`src/logic/nsf_pkg.sv`:
```
// Constants, types and register map of the navigation subframe framer.
// Assumes a 20 MHz APB clock and software that fills the clock data set.
`default_nettype none
package nsf_pkg;

  // ----------------------------------------
  // Timing
  // ----------------------------------------
  localparam int unsigned CLK_PERIOD_NS = 50;
  localparam int unsigned BIT_TIME_NS = 20_000_000;
  localparam int unsigned BIT_CYCLES = BIT_TIME_NS / CLK_PERIOD_NS;
  localparam int unsigned EPOCH_TIME_MS = 1500;
  localparam int unsigned BIT_TIME_MS = 20;
  localparam int unsigned EPOCH_BITS = EPOCH_TIME_MS / BIT_TIME_MS;
  localparam logic [18:0] TOW_MAX = 19'h626ff;
  localparam logic [19:0] TOW_WEEK = 20'h62700;
  localparam logic [19:0] SUBFRAME_EPOCHS = 20'h00004;
  localparam logic [4:0] WORD_LAST_BIT = 5'h1d;
  localparam logic [3:0] WORDS_PER_SUBFRAME = 4'ha;
  localparam logic [2:0] SUBFRAME_LAST = 3'h5;
  // Arbitrary neutral preamble value
  localparam logic [7:0] PREAMBLE_DEF = 8'ha5;

  // ----------------------------------------
  // Parity masks, data bit 1 in the msb
  // ----------------------------------------
  localparam logic [23:0] PAR_MASK_25 = 24'hec7cd2;
  localparam logic [23:0] PAR_MASK_26 = 24'h763e69;
  localparam logic [23:0] PAR_MASK_27 = 24'hbb1f34;
  localparam logic [23:0] PAR_MASK_28 = 24'h5d8f9a;
  localparam logic [23:0] PAR_MASK_29 = 24'haec7cd;
  localparam logic [23:0] PAR_MASK_30 = 24'h2dea27;

  // ----------------------------------------
  // Register offsets
  // ----------------------------------------
  localparam logic [7:0] OFS_CTRL = 8'h00;
  localparam logic [7:0] OFS_STATUS = 8'h04;
  localparam logic [7:0] OFS_WEEK = 8'h08;
  localparam logic [7:0] OFS_TOW = 8'h0c;
  localparam logic [7:0] OFS_CLK_HEALTH = 8'h10;
  localparam logic [7:0] OFS_GROUP_DELAY = 8'h14;
  localparam logic [7:0] OFS_CLK_REF = 8'h18;
  localparam logic [7:0] OFS_DRIFT = 8'h1c;
  localparam logic [7:0] OFS_BIAS = 8'h20;

  // ----------------------------------------
  // Field positions
  // ----------------------------------------
  localparam int unsigned CTRL_UPLOAD_END_BIT = 5;
  localparam int unsigned CTRL_COMMIT_BIT = 6;
  localparam int unsigned STATUS_ERR_BIT = 2;

  // ----------------------------------------
  // Reset values
  // ----------------------------------------
  localparam logic [9:0] WEEK_RST = 10'h000;
  localparam logic [18:0] TOW_RST = 19'h00000;
  localparam logic [2:0] SUBFRAME_RST = 3'h1;

  // ----------------------------------------
  // Types
  // ----------------------------------------
  typedef enum logic {ST_IDLE, ST_SEND} nsf_tx_state_t;

  typedef struct packed {
    logic antispoof;
    logic sync_lost;
    logic alert;
    logic cfg001;
    logic enable;
  } nsf_ctrl_t;

  typedef struct packed {
    logic [3:0] grade;
    logic [5:0] health;
    logic [9:0] issue;
    logic [7:0] gdelay;
    logic [15:0] tref;
    logic [7:0] drate;
    logic [15:0] drift;
    logic [21:0] bias;
  } nsf_clk_set_t;

endpackage
`default_nettype wire

```
`src/logic/nsf_parity.sv`:
```
// Word parity encoder for one 30-bit navigation word.
// Assumes the caller feeds the last two bits of the previous word.
`timescale 1ns/100ps
`default_nettype none
module nsf_parity (
  input wire logic [23:0] data,
  input wire logic d29_prev,
  input wire logic d30_prev,
  output logic [29:0] word
);

  // ----------------------------------------
  // Parity bits and data inversion
  // ----------------------------------------
  logic [5:0] par;

  always_comb begin
    par[5] = d29_prev ^ (^(data & nsf_pkg::PAR_MASK_25));
    par[4] = d30_prev ^ (^(data & nsf_pkg::PAR_MASK_26));
    par[3] = d29_prev ^ (^(data & nsf_pkg::PAR_MASK_27));
    par[2] = d30_prev ^ (^(data & nsf_pkg::PAR_MASK_28));
    par[1] = d30_prev ^ (^(data & nsf_pkg::PAR_MASK_29));
    par[0] = d29_prev ^ (^(data & nsf_pkg::PAR_MASK_30));
    word = {data ^ {24{d30_prev}}, par};
  end

endmodule
`default_nettype wire

```
`src/logic/nsf_framer.sv`:
```
// Navigation subframe framer: serial 50 bit/s word stream with APB registers.
// Assumes pclk at 20 MHz and software that loads week, count and clock data.
// Operation
// - Config 000: bit 18 set by thruster dump, cleared when upload ends.
// - Config 001: bit 18 is the alert flag from software.
// - Config 000: bit 19 is the synchronisation lost flag.
// - Config 001: bit 19 shows anti-spoof mode active.
// - Handover bits 20-22 carry subframe number one to five.
// - Word three top ten bits carry week number.
// - Week number advances at every end of week.
// - Word three bits 13-16 carry range error grade.
// - Grade value is the worst expected over the validity period.
// - Word three bits 17-22 carry health, msb summarising data health.
// - Low health bits report signal health; absent capability reads healthy.
// - Issue number split: two msbs word three, eight lsbs word eight.
// - New clock issue number must differ from recent ones; the commit only rejects a match with the active issue.
// - Word seven bits 17-24 carry group delay term.
// - Words eight to ten carry reference time, drift rate, drift, bias.
// - Reserved fields still carry valid word parity.
// - Clock data stays fixed through its transmission interval.
// - Ten 30-bit words per subframe, msb first, six parity lsbs.
// - Handover word starts with 17 msbs of next subframe count.
//
// The APB register port and the register addresses were left to the implementer.
`timescale 1ns/100ps
`default_nettype none
module nsf_framer #(
  parameter int unsigned BIT_CYCLES = nsf_pkg::BIT_CYCLES,
  parameter logic [7:0] PREAMBLE = nsf_pkg::PREAMBLE_DEF
) (
  input wire logic pclk,
  input wire logic presetn,
  input wire logic psel,
  input wire logic penable,
  input wire logic pwrite,
  input wire logic [7:0] paddr,
  input wire logic [31:0] pwdata,
  output logic [31:0] prdata,
  output logic pready,
  output logic pslverr,
  input wire logic momentum_dump,
  output logic nav_bit,
  output logic bit_strobe,
  output logic word_start,
  output logic [3:0] word_index,
  output logic [2:0] subframe_id
);

  localparam int unsigned DIV_W = $clog2(BIT_CYCLES + 1);
  localparam logic [DIV_W-1:0] DIV_LAST = DIV_W'(BIT_CYCLES - 1);
  localparam logic [6:0] EPOCH_LAST = 7'(nsf_pkg::EPOCH_BITS - 1);

  // ----------------------------------------
  // Register state
  // ----------------------------------------
  nsf_pkg::nsf_ctrl_t ctrl_r, ctrl_nxt;
  nsf_pkg::nsf_clk_set_t staged_r, staged_nxt, active_r, active_nxt;
  logic dump_r, dump_nxt, pend_r, pend_nxt, err_r, err_nxt;
  logic [9:0] week_r, week_nxt;
  logic [31:0] prdata_r, prdata_nxt;
  logic pready_r, pready_nxt, pslverr_r, pslverr_nxt;
  logic setup, wr, mapped, tow_wr, commit_req, upload_end;
  logic [31:0] rd_mux;

  // ----------------------------------------
  // Transmit state
  // ----------------------------------------
  nsf_pkg::nsf_tx_state_t state_r, state_nxt;
  logic [DIV_W-1:0] div_r, div_nxt;
  logic [4:0] bit_cnt_r, bit_cnt_nxt;
  logic [3:0] word_idx_r, word_idx_nxt;
  logic [2:0] sf_r, sf_nxt;
  logic [6:0] ebit_r, ebit_nxt;
  logic [18:0] tow_r, tow_nxt;
  logic [29:0] tx_word_r, tx_word_nxt;
  logic [23:0] tx_data_r, tx_data_nxt, build;
  logic load_r, load_nxt, strobe_r, strobe_nxt, wstart_r, wstart_nxt;
  logic d29p_r, d29p_nxt, d30p_r, d30p_nxt;
  logic bit_tick, week_inc, frame_swap, flag18, flag19;
  logic [19:0] tow_sum;
  logic [18:0] tow_how;
  logic [29:0] par_word;

  // ----------------------------------------
  // APB slave and registers
  // ----------------------------------------
  always_comb begin
    setup = psel && !penable;
    wr = psel && penable && pready_r && pwrite;
    mapped = 1'b1;
    rd_mux = 32'h0;
    case (paddr)
      nsf_pkg::OFS_CTRL: rd_mux = {27'h0, ctrl_r};
      nsf_pkg::OFS_STATUS: rd_mux = {21'h0, state_r == nsf_pkg::ST_SEND, word_idx_r, sf_r, err_r, pend_r, dump_r};
      nsf_pkg::OFS_WEEK: rd_mux = {22'h0, week_r};
      nsf_pkg::OFS_TOW: rd_mux = {13'h0, tow_r};
      nsf_pkg::OFS_CLK_HEALTH: rd_mux = {12'h0, staged_r.issue, staged_r.health, staged_r.grade};
      nsf_pkg::OFS_GROUP_DELAY: rd_mux = {24'h0, staged_r.gdelay};
      nsf_pkg::OFS_CLK_REF: rd_mux = {16'h0, staged_r.tref};
      nsf_pkg::OFS_DRIFT: rd_mux = {8'h0, staged_r.drift, staged_r.drate};
      nsf_pkg::OFS_BIAS: rd_mux = {10'h0, staged_r.bias};
      default: mapped = 1'b0;
    endcase
    pready_nxt = setup;
    pslverr_nxt = setup && !mapped;
    prdata_nxt = setup ? rd_mux : prdata_r;
    ctrl_nxt = ctrl_r;
    staged_nxt = staged_r;
    active_nxt = active_r;
    week_nxt = week_r;
    pend_nxt = pend_r;
    err_nxt = err_r;
    tow_wr = 1'b0;
    commit_req = 1'b0;
    upload_end = 1'b0;
    if (wr) begin
      case (paddr)
        nsf_pkg::OFS_CTRL: begin
          ctrl_nxt = pwdata[4:0];
          upload_end = pwdata[nsf_pkg::CTRL_UPLOAD_END_BIT];
          commit_req = pwdata[nsf_pkg::CTRL_COMMIT_BIT];
        end
        nsf_pkg::OFS_STATUS: begin
          if (pwdata[nsf_pkg::STATUS_ERR_BIT]) begin
            err_nxt = 1'b0;
          end
        end
        nsf_pkg::OFS_WEEK: week_nxt = pwdata[9:0];
        nsf_pkg::OFS_TOW: tow_wr = (state_r == nsf_pkg::ST_IDLE);
        nsf_pkg::OFS_CLK_HEALTH: begin
          staged_nxt.grade = pwdata[3:0];
          staged_nxt.health = pwdata[9:4];
          staged_nxt.issue = pwdata[19:10];
        end
        nsf_pkg::OFS_GROUP_DELAY: staged_nxt.gdelay = pwdata[7:0];
        nsf_pkg::OFS_CLK_REF: staged_nxt.tref = pwdata[15:0];
        nsf_pkg::OFS_DRIFT: begin
          staged_nxt.drate = pwdata[7:0];
          staged_nxt.drift = pwdata[23:8];
        end
        nsf_pkg::OFS_BIAS: staged_nxt.bias = pwdata[21:0];
        default: ;
      endcase
    end
    if (week_inc) begin
      week_nxt = week_nxt + 10'h001;
    end
    if (frame_swap && pend_r) begin
      active_nxt = staged_r;
      pend_nxt = 1'b0;
    end
    if (commit_req) begin
      if (staged_r.issue == active_r.issue) begin
        err_nxt = 1'b1;
      end else begin
        pend_nxt = 1'b1;
      end
    end
    dump_nxt = momentum_dump ? 1'b1 : (upload_end ? 1'b0 : dump_r);
  end

  always_ff @(posedge pclk or negedge presetn) begin
    if (!presetn) begin
      ctrl_r <= '0;
      staged_r <= '0;
      active_r <= '0;
      week_r <= nsf_pkg::WEEK_RST;
      dump_r <= 1'b0;
      pend_r <= 1'b0;
      err_r <= 1'b0;
      prdata_r <= 32'h0;
      pready_r <= 1'b0;
      pslverr_r <= 1'b0;
    end else begin
      ctrl_r <= ctrl_nxt;
      staged_r <= staged_nxt;
      active_r <= active_nxt;
      week_r <= week_nxt;
      dump_r <= dump_nxt;
      pend_r <= pend_nxt;
      err_r <= err_nxt;
      prdata_r <= prdata_nxt;
      pready_r <= pready_nxt;
      pslverr_r <= pslverr_nxt;
    end
  end

  // ----------------------------------------
  // Word builder
  // ----------------------------------------
  always_comb begin
    tow_sum = {1'b0, tow_r} + nsf_pkg::SUBFRAME_EPOCHS;
    if (tow_sum >= nsf_pkg::TOW_WEEK) begin
      tow_sum = tow_sum - nsf_pkg::TOW_WEEK;
    end
    tow_how = tow_sum[18:0];
    flag18 = ctrl_r.cfg001 ? ctrl_r.alert : dump_r;
    flag19 = ctrl_r.cfg001 ? ctrl_r.antispoof : ctrl_r.sync_lost;
    build = 24'h0;
    case (word_idx_r)
      4'h1: build = {PREAMBLE, 16'h0};
      4'h2: build = {tow_how[18:2], flag18, flag19, sf_r, 2'b00};
      4'h3: build = {week_r, 2'b00, active_r.grade, active_r.health, active_r.issue[9:8]};
      4'h7: build = {16'h0, active_r.gdelay};
      4'h8: build = {active_r.issue[7:0], active_r.tref};
      4'h9: build = {active_r.drate, active_r.drift};
      4'ha: build = {active_r.bias, 2'b00};
      default: build = 24'h0;
    endcase
    if (sf_r != 3'h1 && word_idx_r > 4'h2) begin
      build = 24'h0;
    end
  end

  nsf_parity u_parity (
    .data(build),
    .d29_prev(d29p_r),
    .d30_prev(d30p_r),
    .word(par_word)
  );

  // ----------------------------------------
  // Bit timing and sequencing
  // ----------------------------------------
  always_comb begin
    state_nxt = state_r;
    div_nxt = div_r;
    bit_cnt_nxt = bit_cnt_r;
    word_idx_nxt = word_idx_r;
    sf_nxt = sf_r;
    ebit_nxt = ebit_r;
    tow_nxt = tow_r;
    tx_word_nxt = tx_word_r;
    tx_data_nxt = tx_data_r;
    d29p_nxt = d29p_r;
    d30p_nxt = d30p_r;
    load_nxt = 1'b0;
    week_inc = 1'b0;
    frame_swap = 1'b0;
    bit_tick = (state_r == nsf_pkg::ST_SEND) && (div_r == DIV_LAST);
    case (state_r)
      nsf_pkg::ST_IDLE: begin
        div_nxt = '0;
        if (tow_wr) begin
          tow_nxt = pwdata[18:0];
        end
        if (ctrl_r.enable) begin
          state_nxt = nsf_pkg::ST_SEND;
          load_nxt = 1'b1;
          word_idx_nxt = 4'h1;
          bit_cnt_nxt = 5'h0;
          ebit_nxt = 7'h0;
          frame_swap = (sf_r == 3'h1);
        end
      end
      nsf_pkg::ST_SEND: begin
        div_nxt = bit_tick ? '0 : div_r + DIV_W'(1);
        if (!ctrl_r.enable) begin
          state_nxt = nsf_pkg::ST_IDLE;
        end else if (bit_tick) begin
          if (ebit_r == EPOCH_LAST) begin
            ebit_nxt = 7'h0;
            week_inc = (tow_r == nsf_pkg::TOW_MAX);
            tow_nxt = week_inc ? 19'h0 : tow_r + 19'h00001;
          end else begin
            ebit_nxt = ebit_r + 7'h01;
          end
          if (bit_cnt_r == nsf_pkg::WORD_LAST_BIT) begin
            bit_cnt_nxt = 5'h0;
            load_nxt = 1'b1;
            if (word_idx_r == nsf_pkg::WORDS_PER_SUBFRAME) begin
              word_idx_nxt = 4'h1;
              sf_nxt = (week_inc || sf_r == nsf_pkg::SUBFRAME_LAST) ? 3'h1 : sf_r + 3'h1;
              frame_swap = (sf_nxt == 3'h1);
            end else begin
              word_idx_nxt = word_idx_r + 4'h1;
            end
          end else begin
            bit_cnt_nxt = bit_cnt_r + 5'h01;
            tx_word_nxt = {tx_word_r[28:0], 1'b0};
          end
        end
      end
      default: state_nxt = nsf_pkg::ST_IDLE;
    endcase
    if (load_r) begin
      tx_word_nxt = par_word;
      tx_data_nxt = build;
      d29p_nxt = par_word[1];
      d30p_nxt = par_word[0];
    end
    wstart_nxt = load_r;
    strobe_nxt = load_r || (bit_tick && bit_cnt_r != nsf_pkg::WORD_LAST_BIT);
  end

  always_ff @(posedge pclk or negedge presetn) begin
    if (!presetn) begin
      state_r <= nsf_pkg::ST_IDLE;
      div_r <= '0;
      bit_cnt_r <= 5'h0;
      word_idx_r <= 4'h1;
      sf_r <= nsf_pkg::SUBFRAME_RST;
      ebit_r <= 7'h0;
      tow_r <= nsf_pkg::TOW_RST;
      tx_word_r <= 30'h0;
      tx_data_r <= 24'h0;
      d29p_r <= 1'b0;
      d30p_r <= 1'b0;
      load_r <= 1'b0;
      strobe_r <= 1'b0;
      wstart_r <= 1'b0;
    end else begin
      state_r <= state_nxt;
      div_r <= div_nxt;
      bit_cnt_r <= bit_cnt_nxt;
      word_idx_r <= word_idx_nxt;
      sf_r <= sf_nxt;
      ebit_r <= ebit_nxt;
      tow_r <= tow_nxt;
      tx_word_r <= tx_word_nxt;
      tx_data_r <= tx_data_nxt;
      d29p_r <= d29p_nxt;
      d30p_r <= d30p_nxt;
      load_r <= load_nxt;
      strobe_r <= strobe_nxt;
      wstart_r <= wstart_nxt;
    end
  end

  always_comb begin
    prdata = prdata_r;
    pready = pready_r;
    pslverr = pslverr_r;
    nav_bit = tx_word_r[29];
    bit_strobe = strobe_r;
    word_start = wstart_r;
    word_index = word_idx_r;
    subframe_id = sf_r;
  end
endmodule
`default_nettype wire

```
`config.mk`:
```
export PLATFORM = sky130hd
export DESIGN_NAME = nsf_framer
export DESIGN_NICKNAME = d
export VERILOG_FILES = /design/src/logic/nsf_pkg.sv /design/src/logic/nsf_parity.sv /design/src/logic/nsf_framer.sv
export SDC_FILE = /design/constraint.sdc
export NUM_CORES = 1
export LEC_CHECK = 0
export ABC_AREA = 0
export BUFFER_PORTS_ARGS = -buffer_cell sky130_fd_sc_hd__buf_2
export CORE_MARGIN = 1.5
export CORE_UTILIZATION = 56
export CTS_CLUSTER_DIAMETER = 80
export DETAILED_ROUTE_END_ITERATION = 16
export PLACE_DENSITY_LB_ADDON = 0.15
export SYNTH_ARGS = -nofsm -noshare
export SYNTH_HDL_FRONTEND = slang
export SYNTH_SLANG_ARGS = --single-unit
export TNS_END_PERCENT = 50
```
`constraint.sdc`:
```
create_clock -name pclk -period 6.3 [get_ports pclk]
set_input_delay 0.315 -clock pclk [delete_from_list [all_inputs] [get_ports pclk]]
set_output_delay 0.315 -clock pclk [all_outputs]
set_load 0.05 [all_outputs]
```
Word-level counts from Yosys, hierarchy flattened
Cells that the tools add are included. W data, S select, Z words.

Reduce and logical (&&, ||, !) cells: 36. Bitwise operators: 8. Equality and inequality tests: 32. Add/sub/neg operators: 9. Order comparisons: 2. Mux-type cells: 74.

Operators by type and width (count): $pmux W24 S9 (1); $pmux W24 S7 (1); $mux W30 (5); $reduce_xor A24 Y1 (6); $mux W19 (7); $pmux W19 S2 (2); $add A19 B1 Y19 const B (2); $eq A19 B19 Y1 const B (2); $mux W1 (35); $eq A8 B5 Y1 const B (4); $mux W10 (3); $mux W7 (4); $mux W24 (1); $xor A24 B24 Y24 (1); $add A19 B3 Y20 const B (1); $ge A20 B19 Y1 const B (1); $mux W4 (5); $mux W5 (4); $sub A19 B19 Y19 const B (1); $eq A8 B4 Y1 const B (2); $pmux W7 S2 (1); $eq A4 B4 Y1 const B (3); $reduce_and A2 Y1 (6); $reduce_and A4 Y1 (3); 34 further kinds (60).

Register bits after elaboration: 325. Bits of input ports: 46.

Longest topological paths before layout
Gate-level depths: netlist (run 1).

Depth in word-level cells: 17. Depth in mapped cells: 17. Mapped depth without buffers: 16.

Modules after synthesis
Synthesis (run 1) repeated with hierarchy kept, for this count alone.

Cells, all modules: 1543. Area, all modules: 17071.4 um^2.

Modules (own cells, without submodules): nsf_framer (times used 1, area each 16264.3 um^2, cells an instance 1478); nsf_parity (times used 1, area each 807.0 um^2, cells an instance 65).

Worst setup path before layout (run 1)
No wires, ideal clock.

Path type: register to register. From: register tow_r[2]. To: register tx_word_r[0]. Setup slack: 2671 ps. Arrival time: 3493 ps. Required time: 6164 ps. Cell stages (with the launch flop): 18. Path through: dfrtp_1 ha_1 buf_2 and2_1 and3_1 nor2_1 inv_1 ha_1 o21ai_0 a31oi_1 o41a_1 a21oi_2 xnor2_1 xnor3_1 xor3_1 nand2_1 xnor2_1 mux2i_1.

Word-level cells in the longest chain between the ends: 8.

RTL lines: start, declared (RTL line nsf_framer.sv:74) `logic [18:0] tow_r, tow_nxt;`; start signal, assigned (RTL line nsf_framer.sv:304) `tow_r <= nsf_pkg::TOW_RST;`; start signal, assigned (RTL line nsf_framer.sv:319) `tow_r <= tow_nxt;`; $add A19 B3 Y20 (*) (RTL line nsf_framer.sv:192) `tow_sum = {1'b0, tow_r} + nsf_pkg::SUBFRAME_EPOCHS;`; $sub A19 B19 Y19 / $ge A20 B19 Y1 (equally long branches) (RTL line nsf_framer.sv:194, nsf_framer.sv:193); $mux W19 (*) (RTL line nsf_framer.sv:193) `if (tow_sum >= nsf_pkg::TOW_WEEK) begin`; $pmux W24 S7 (*) (RTL line nsf_framer.sv:200) `case (word_idx_r)`; $mux W24 (*) (RTL line nsf_framer.sv:210) `if (sf_r != 3'h1 && word_idx_r > 4'h2) begin`; $reduce_xor A24 Y1 (*) (RTL line nsf_parity.sv:23) `par[0] = d29_prev ^ (^(data & nsf_pkg::PAR_MASK_30));`; $xor A1 B1 Y1 (*) (RTL line nsf_parity.sv:23); $mux W30 (*) (RTL line nsf_framer.sv:286) `if (load_r) begin`; end signal, assigned (RTL line nsf_framer.sv:320) `tx_word_r <= tx_word_nxt;`; end, declared (RTL line nsf_framer.sv:75) `logic [29:0] tx_word_r, tx_word_nxt;`.

Mark *: on every way between the ends. The rest lies on a longest branch, timed or not. A chain may end at the register's enable or synchronous reset.

Worst setup path in the final report (run 1)
From: register tow_r[3]. To: register d29p_r.

Word-level cells in the longest chain between the ends: 7.

RTL lines: $add A19 B3 Y20 (*) (RTL line nsf_framer.sv:192); $sub A19 B19 Y19 / $ge A20 B19 Y1 (equally long branches) (RTL line nsf_framer.sv:194, nsf_framer.sv:193); $mux W19 (*) (RTL line nsf_framer.sv:193); $pmux W24 S7 (*) (RTL line nsf_framer.sv:200); $mux W24 (*) (RTL line nsf_framer.sv:210); $reduce_xor A24 Y1 (*) (RTL line nsf_parity.sv:22) `par[1] = d30_prev ^ (^(data & nsf_pkg::PAR_MASK_29));`; $xor A1 B1 Y1 (*) (RTL line nsf_parity.sv:22); end signal, assigned (RTL line nsf_framer.sv:322) `d29p_r <= d29p_nxt;`; end, declared (RTL line nsf_framer.sv:78) `logic d29p_r, d29p_nxt, d30p_r, d30p_nxt;`.

Marked as above.

==> out/qor.tcl, run 1 <==
set qor(yosysWarningCount) 0
set qor(antenna_found_initial) 1
set qor(tightestPinTransition_ns) 1.14
set qor(yosys_most_used_dff) {dfrtp_1}
set qor(portBuffers) 73
set qor(synth_top_area_cell) {dfrtp_1}
set qor(clk-insertion-delay-late_ns) 0.53
set qor(power_frac_comb_pct) 6.5
set qor(fin_tns_setup_ns) 0
set qor(timing.rr.end) {d29p_r}
set qor(critPathCaptureType) {flip-flop}
set qor(worstRegToRegCells) 16
set qor(power.share.sequential_pct) 48.1
set qor(whs_path_depth) 2
set qor(drc_violation_count_after_routing) 0
set qor(grt_pass1_vias) 12521
set qor(drt-total-wl_um) 48000
set qor(power.switching_fraction_pct) 24.6
set qor(regToRegStartpoint) {tow_r[3]}
set qor(area_growth_syn_to_layout_pct) 10.7
set qor(post_drt_wl_per_cell_um) 23.8
set qor(clockBufferDepth) 3
set qor(antennaDiodeCount) 0
set qor(fin_ws_ns) 1.94
set qor(worst_ep_arrival_time_ns) 4.73
set qor(cts_root_buf) {clkbuf_16}
set qor(die_area_mm2) 0.0309
set qor(timing.max_cap.violations) 0
set qor(worst_setup_sp_type) {flip-flop}
set qor(yosysUniqueCellTypes) 83
set qor(design.core.area_mm2) 0.0295
set qor(final_common_cell) {dfrtp_1}
set qor(async_reset_ff_share_pct) 100
set qor(detailedPlace.worstSlack_ns) 2.08
set qor(slew_violations) 0
set qor(postSynthAreaPerCell_um2) 10.7
set qor(setup_fix_bufs_post_cts) 0
set qor(clk_transition_reported_paths_ns) 0.06
set qor(report.final.hold_viol_count) 0
set qor(drt_first_iter_violations) 1401
set qor(via_count) 13003
set qor(layout.cells.most_common_list) {314 x dfrtp_1, 188 x mux2_2, 150 x nand2_1}
set qor(dieWidth_um) 176
set qor(cts_inserted_buffers) 35
set qor(destination_of_the_worst_hold_path) {staged_r[37]}
set qor(power_report.internal_total_w) 0.00327
set qor(io-pin-count) 90
set qor(nNetsFinal) 1659
set qor(clock_skew_ns) 0.0142
set qor(synth_enable_flop_cells) 0
set qor(rows) 63
set qor(worst_slew_margin_rel_pct) 23.7
set qor(highest_achievable_clock_rate_ghz) 0.229
set qor(setup_viol) 0
set qor(net-switching-power_w) 0.00107
set qor(first_pass_iters) 7
set qor(hpwl_um) 33100
set qor(powerDensity_mw_per_mm2) 234
set qor(syn-instance-count) 1568
set qor(status) {completed}
set qor(power.share.clock_pct) 45.4
set qor(grt_overflow) 0
set qor(layout_min_cycle_time_ns) 4.36
set qor(synth_seq_area_share_pct) 47.5
set qor(gpl.final_weighted_congestion) 0.917
set qor(grt_pass1_wl_um) 74300
set qor(cts_sinks) 317
set qor(timing.critical_path.fanout_max) 8
set qor(synthTopCellsByArea) {dfrtp_1 47%, mux2_2 13%, xnor2_1 4.4%, nand2_1 3.4%, a222oi_1 2.4%}
set qor(timing.final.crit_share_pct) 69.2
set qor(reg2reg_setup_slack_ns) 1.94
set qor(cts_tree) {done}
set qor(postSynthRegisterBits) 317
set qor(vias_per_cell) 6.45
set qor(initial_core_util_pct) 56.7
set qor(layout_cells_sized_above_1_pct) 22.9
set qor(post_synth_instance_area_mm2) 0.0167
set qor(htreeDepth) 2
set qor(hp-class) {in -> reg}
set qor(rsz0062_at_grt) {no}
set qor(worstHoldStart) {pwdata[23]}
set qor(ant_nets) 0
set qor(post-synth-top-area-fraction_pct) 47.2
set qor(setup.worst_path.class) {reg -> reg}
set qor(vdd_drop_max_mv) 0.178
set qor(worst_ep_required_ns) 6.67
set qor(grt_start_max_net_pins) 176
set qor(die_height_um) 176
set qor(power.leakage_nw) 8.44
set qor(grtUsageTotal_pct) 31.4
worst max-delay path by stage:
stage | from | to | depth (start not counted)
global placement | tow_r[2] | d29p_r | 13
global route | tow_r[2] | d29p_r | 16
CTS | tow_r[3] | d29p_r | 13
floorplan | tow_r[2] | tx_word_r[0] | 17
detailed placement | tow_r[5] | tx_word_r[0] | 14
finish | tow_r[3] | d29p_r | 16
critical path: stages (launching register included):
cell and delay, ns:
dfrtp_1 0.59, ha_1 0.44, and2_1 0.22, and3_1 0.18, nor2_1 0.05, inv_1 0.08
ha_1 0.23, o21ai_0 0.14, a31oi_1 0.48, o21ai_0 0.28, a211o_1 0.37, xor2_1 0.31
xnor2_1 0.18, xnor3_1 0.23, nor2_1 0.13, xnor2_1 0.17, mux2i_1 0.11
metrics by stage:
step | instances | cell area [um2] | util [%] | hold slack, ns | total power (W)
floorplan | 1575 | 16700 | - | 0.0194 | 0.00229
global placement | 1952 | 17400 | 58.9 | 0.317 | 0.00240
detailed placement | 1952 | 17400 | 58.9 | 0.317 | 0.00240
CTS | 2017 | 18500 | 62.8 | 0.0113 | 0.00436
global route | 2017 | 18500 | 62.8 | 0.0149 | 0.00446
finish | 2017 | 18500 | 62.8 | 0.0175 | 0.00434
power groups by stage:
stage	clock network (W)	logic (W)	registers [W]
after floorplan	0	0.000131	0.00216
after global placement	0	0.000279	0.00212
after detailed placement	0	0.000282	0.00212
after CTS	0.00199	0.000284	0.00209
after global routing	0.00207	0.000307	0.00209
final	0.00197	0.000283	0.00209
layout make-up:
type / instances / area, um2
fillers: 2457 / 11000
flip-flops and latches: 317 / 7940
well taps: 390 / 488
inverters: 26 / 97.6
clock inverters: 10 / 97.6
repair buffers: 100 / 596
multi-input cells: 1121 / 8280
clock buffers: 53 / 1010
synth_stat cells (31+ instances only):
| cell type | number |
|---|---|
| a21oi_1 | 34 |
| o21ai_0 | 75 |
| xnor2_1 | 84 |
| nand2_1 | 151 |
| a222oi_1 | 40 |
| dfrtp_1 | 315 |
| clkbuf_1 | 76 |
| nor2_1 | 94 |
| mux2_2 | 188 |
| a22oi_1 | 31 |
| mux2i_1 | 36 |
| nand3_1 | 40 |
| xor2_1 | 41 |
state kept, by name, summed over array words and instances (netlist names):
register,cells
dump_r,1
ebit_r,7
load_r,1
subframe_id,3
pend_r,1
word_index,4
pslverr,1
tow_r,19
active_r,90
bit_strobe,1
err_r,1
ctrl_r,5
staged_r,90
prdata,24
d30p_r,1
pready,1
week_r,10
bit_cnt_r,5
tx_word_r,30
state_r,1
word_start,1
d29p_r,1
div_r,19
kinds of logic after synthesis:
kind of cell | Yosys count | share of synthesized area [%]
AND/OR/NAND/NOR | 433 | 12.6
flip-flops | 317 | 47.5
AO/OA/AOI/OAI | 313 | 13.5
multiplexers | 224 | 14.8
buffers and inverters | 137 | 3.36
XOR/XNOR | 131 | 7.33
adder cells (fa/ha/maj) | 12 | 0.898
other | 1 | 0.0224
layer usage:
| layer | share of wire [%] | track usage [%] | vias up | wire length, um |
|---|---|---|---|---|
| li1 | - | - | 5786 | - |
| met5 | 0.019 | 0 | - | 9 |
| met4 | 3.0 | 9.83 | 2 | 1430 |
| met2 | 46 | 48.9 | 606 | 22000 |
| met3 | 9.1 | 5.89 | 88 | 4340 |
| met1 | 42 | 44.6 | 6521 | 20200 |
what timing repair did:
| item | 4_1_cts | 5_1_grt |
|---|---|---|
| hold buffers | 2 | 0 |
| endpoints found under the hold margin | 74 | 0 |
| resized for setup | 0 | 0 |
Power figures use the tool's default switching activity.
==> inputs of run 2 (changes only) <==
clock period = 3.5 ns   (was 6.3 ns; I/O delays follow)
==> out/qor.tcl, run 2 (same netlist as run 1, synthesis figures left out) <==
set qor(grtUsageTotal_pct) 34.1 ;# +2.6 points
set qor(max_stage_delay_ns) 0.48 ;# -0.11 ns
set qor(cts_root_buf) {clkbuf_16}
set qor(worstHoldStart) {pwdata[9]}
set qor(timing.max_cap.violations) 0 ;# unchanged
set qor(worst_slew_margin_rel_pct) 26.3 ;# +2.6 points
set qor(setup_viol) 2 ;# +2
set qor(clockBufferDepth) 3 ;# unchanged
set qor(post_drt_wl_per_cell_um) 23.9 ;# +0.43%
set qor(area_growth_syn_to_layout_pct) 20.8
set qor(timing.critical_path.fanout_max) 8 ;# unchanged
set qor(final_common_cell) {dfrtp_1}
set qor(layout_min_cycle_time_ns) 3.55 ;# -0.816 ns
set qor(final-seq-area_mm2) 0.00794 ;# about the same
set qor(power.share.sequential_pct) 45.9 ;# -2.2 points
set qor(multi_input_comb_area_mm2) 0.00863 ;# +4.2%
set qor(clock_skew_ns) 0.0219 ;# +0.00768 ns
set qor(die_area_mm2) 0.0309 ;# unchanged
set qor(layout.cells.most_common_list) {311 x dfrtp_1, 188 x mux2_2, 148 x buf_4}
set qor(antenna_found_initial) 0 ;# -1
set qor(clk-insertion-delay-late_ns) 0.53 ;# about the same
set qor(power.switching_fraction_pct) 24.0 ;# -0.63 points
set qor(cts_inserted_buffers) 36 ;# +2.9%
set qor(timing.critical_path.max_delay_family) {compound AO/OA/AOI/OAI gates}
set qor(critPathCaptureType) {flip-flop}
set qor(fin_ws_ns) -0.0464 ;# -1.98 ns
set qor(detailedPlace.worstSlack_ns) -0.0679 ;# -2.14 ns
set qor(design.core.area_mm2) 0.0295 ;# unchanged
set qor(worst_ep_arrival_time_ns) 3.89 ;# -0.84 ns
set qor(grt_start_max_net_pins) 85 ;# -52%
set qor(cp_num_buf_inv) 3 ;# +2
set qor(hp-class) {in -> reg}
set qor(io-pin-count) 90 ;# unchanged
set qor(drt_first_iter_violations) 1322 ;# -5.6%
set qor(rows) 63 ;# unchanged
set qor(tightestPinTransition_ns) 1.10 ;# -0.0385 ns
set qor(grt_pass1_wl_um) 79900 ;# +7.5%
set qor(regToRegStartpoint) {tow_r[5]}
set qor(clk_transition_reported_paths_ns) 0.06 ;# about the same
set qor(timing.final.crit_share_pct) 101 ;# +32 points
set qor(die_height_um) 176 ;# unchanged
set qor(drt-total-wl_um) 51800 ;# +7.9%
set qor(ant_nets) 0 ;# unchanged
set qor(power.share.clock_pct) 46.9 ;# +1.5 points
set qor(slew_violations) 0 ;# unchanged
set qor(timing.critical_path.cells) {nand4_4 > buf_12 > nor4_4 > mux2i_2 > a31oi_4 > buf_6 > o41a_1 > a21oi_2 > buf_4 > xnor2_2 > xnor3_1 > xor3_1 > nand2_2 > xnor2_2 > a21oi_1}
set qor(vias_per_cell) 6.36 ;# -1.3%
set qor(fill_cells) 2278 ;# -7.3%
set qor(largest_registers) {active_r: 90 flops, staged_r: 90 flops, tx_word_r: 30 flops}
set qor(grt_pass1_vias) 13589 ;# +8.5%
set qor(report.final.hold_viol_count) 0 ;# unchanged
set qor(worst_setup_path_startpoint) {tow_r[5]}
set qor(power_frac_comb_pct) 7.2 ;# +0.7 points
set qor(initial_core_util_pct) 56.7 ;# unchanged
set qor(portBuffers) 73 ;# unchanged
set qor(cts_sinks) 317 ;# unchanged
set qor(power.leakage_nw) 9.35 ;# +11%
set qor(net-switching-power_w) 0.00196 ;# +83%
set qor(worst_setup_sp_type) {flip-flop}
set qor(failed_checks) {setup timing}
set qor(htreeDepth) 2 ;# unchanged
set qor(final_core_util_pct) 68.5 ;# +5.7 points
set qor(cpMaxStageDelayCell) {o41a_1}
set qor(first_pass_iters) 6 ;# -1
set qor(fin_tns_setup_ns) -0.0790 ;# -0.0790 ns
set qor(grt_overflow) 0 ;# unchanged
set qor(vdd_drop_max_mv) 0.487 ;# +170%
set qor(gpl.final_weighted_congestion) 0.987 ;# +7.7%
set qor(drc_violation_count_after_routing) 0 ;# unchanged
set qor(path_common_cell) {xnor2_2}
set qor(status) {finished, violations left}
set qor(layout_cells_sized_above_1_pct) 31.3 ;# +8.4 points
set qor(setup.worst_path.class) {reg -> reg}
set qor(worst_ep_required_ns) 3.85 ;# -2.82 ns
set qor(nNetsFinal) 1809 ;# +9.0%
set qor(rsz0062_at_grt) {yes}
set qor(hpwl_um) 36700 ;# +11%
set qor(antennaDiodeCount) 0 ;# unchanged
set qor(powerDensity_mw_per_mm2) 404 ;# +72%
set qor(via_count) 13792 ;# +6.1%
set qor(power_report.internal_total_w) 0.00619 ;# +89%
set qor(cts_tree) {done}
set qor(dieWidth_um) 176 ;# unchanged
set qor(highest_achievable_clock_rate_ghz) 0.282 ;# +23%
-- run 2: cell types whose count changed in the layout (fill, tap and decap cells not counted), moves of 4 or more --
cell	delta
buf_4	+124
dlygate4sd3_1	+15
xnor2_1	-9
xnor2_2	+9
buf_6	+6
a31oi_1	-4
buf_12	+4
nand2_1	-4
nand2_2	+4
nor2_1	-4
nor2_2	+4
-- run 2: final timing paths --
| check | to | slack (ns) | depth (start not counted) |
|---|---|---|---|
| setup / recovery | d30p_r | -0.05 | 15 |
| hold / removal | tow_r[9] | 0.02 | 3 |
| setup reg to reg | d30p_r | -0.05 | 15 |
| hold reg to reg | prdata[22] | 0.48 | 2 |
| max in group asynchronous | pslverr | 2.37 | 3 |
| min in group asynchronous | tx_word_r[25] | 0.25 | 2 |
-- run 2: area by class of cell --
class	count	share of cell area [%]
clock buffers	56	5.39
well taps	390	2.42
flip-flops and latches	317	39.3
multi-input cells	1121	42.7
inverters	26	0.483
clock inverters	8	0.626
repair buffers	249	9.04
-- run 2: timing repair --
action,4_1_cts,5_1_grt
pin swaps,7,33
resized for setup,21,48
setup endpoints to repair,7,7
hold endpoints to repair,117,0
hold buffers,17,0
setup buffers,4,9
-- run 2: through the flow --
step                      instance area [um2]  power [W]  hold WS [ns]  cells
after global placement                  18400    0.00435         0.224   2074
after detailed placement                18400    0.00436         0.231   2074
after CTS                               19900    0.00818       0.00728   2159
after floorplan                         16800    0.00413        -0.121   1575
final                                   20200    0.00815        0.0201   2167
after global routing                    20200    0.00839        0.0154   2167
-- run 2: worst register-to-register path, stage by stage (launching register included) --
cell     delay [ns]
dfrtp_2        0.45
nand4_4        0.14
buf_12         0.17
nor4_4         0.32
mux2i_2        0.35
a31oi_4        0.06
buf_6          0.13
o41a_1         0.48
a21oi_2        0.19
buf_4          0.15
xnor2_2        0.10
xnor3_1        0.23
xor3_1         0.23
nand2_2        0.08
xnor2_2        0.20
a21oi_1        0.09
-- run 2: power groups by stage --
stage	clock network, W	registers [W]	logic [W]
after global placement	0	0.00381	0.000547
after floorplan	0	0.00389	0.000235
after global routing	0.00401	0.00374	0.000629
after CTS	0.00386	0.00374	0.000576
final	0.00382	0.00374	0.000585
after detailed placement	0	0.00381	0.000554
-- run 2: per-layer routing --
| layer | vias up | wire length, um | share of wire (%) | global-route usage (%) |
|---|---|---|---|---|
| met5 | - | 0 | 0 | 0 |
| met4 | 0 | 2260 | 4.4 | 14.9 |
| met3 | 128 | 4780 | 9.2 | 7.86 |
| met2 | 654 | 23700 | 46 | 52.6 |
| met1 | 6916 | 21100 | 41 | 46.1 |
| li1 | 6094 | - | - | - |
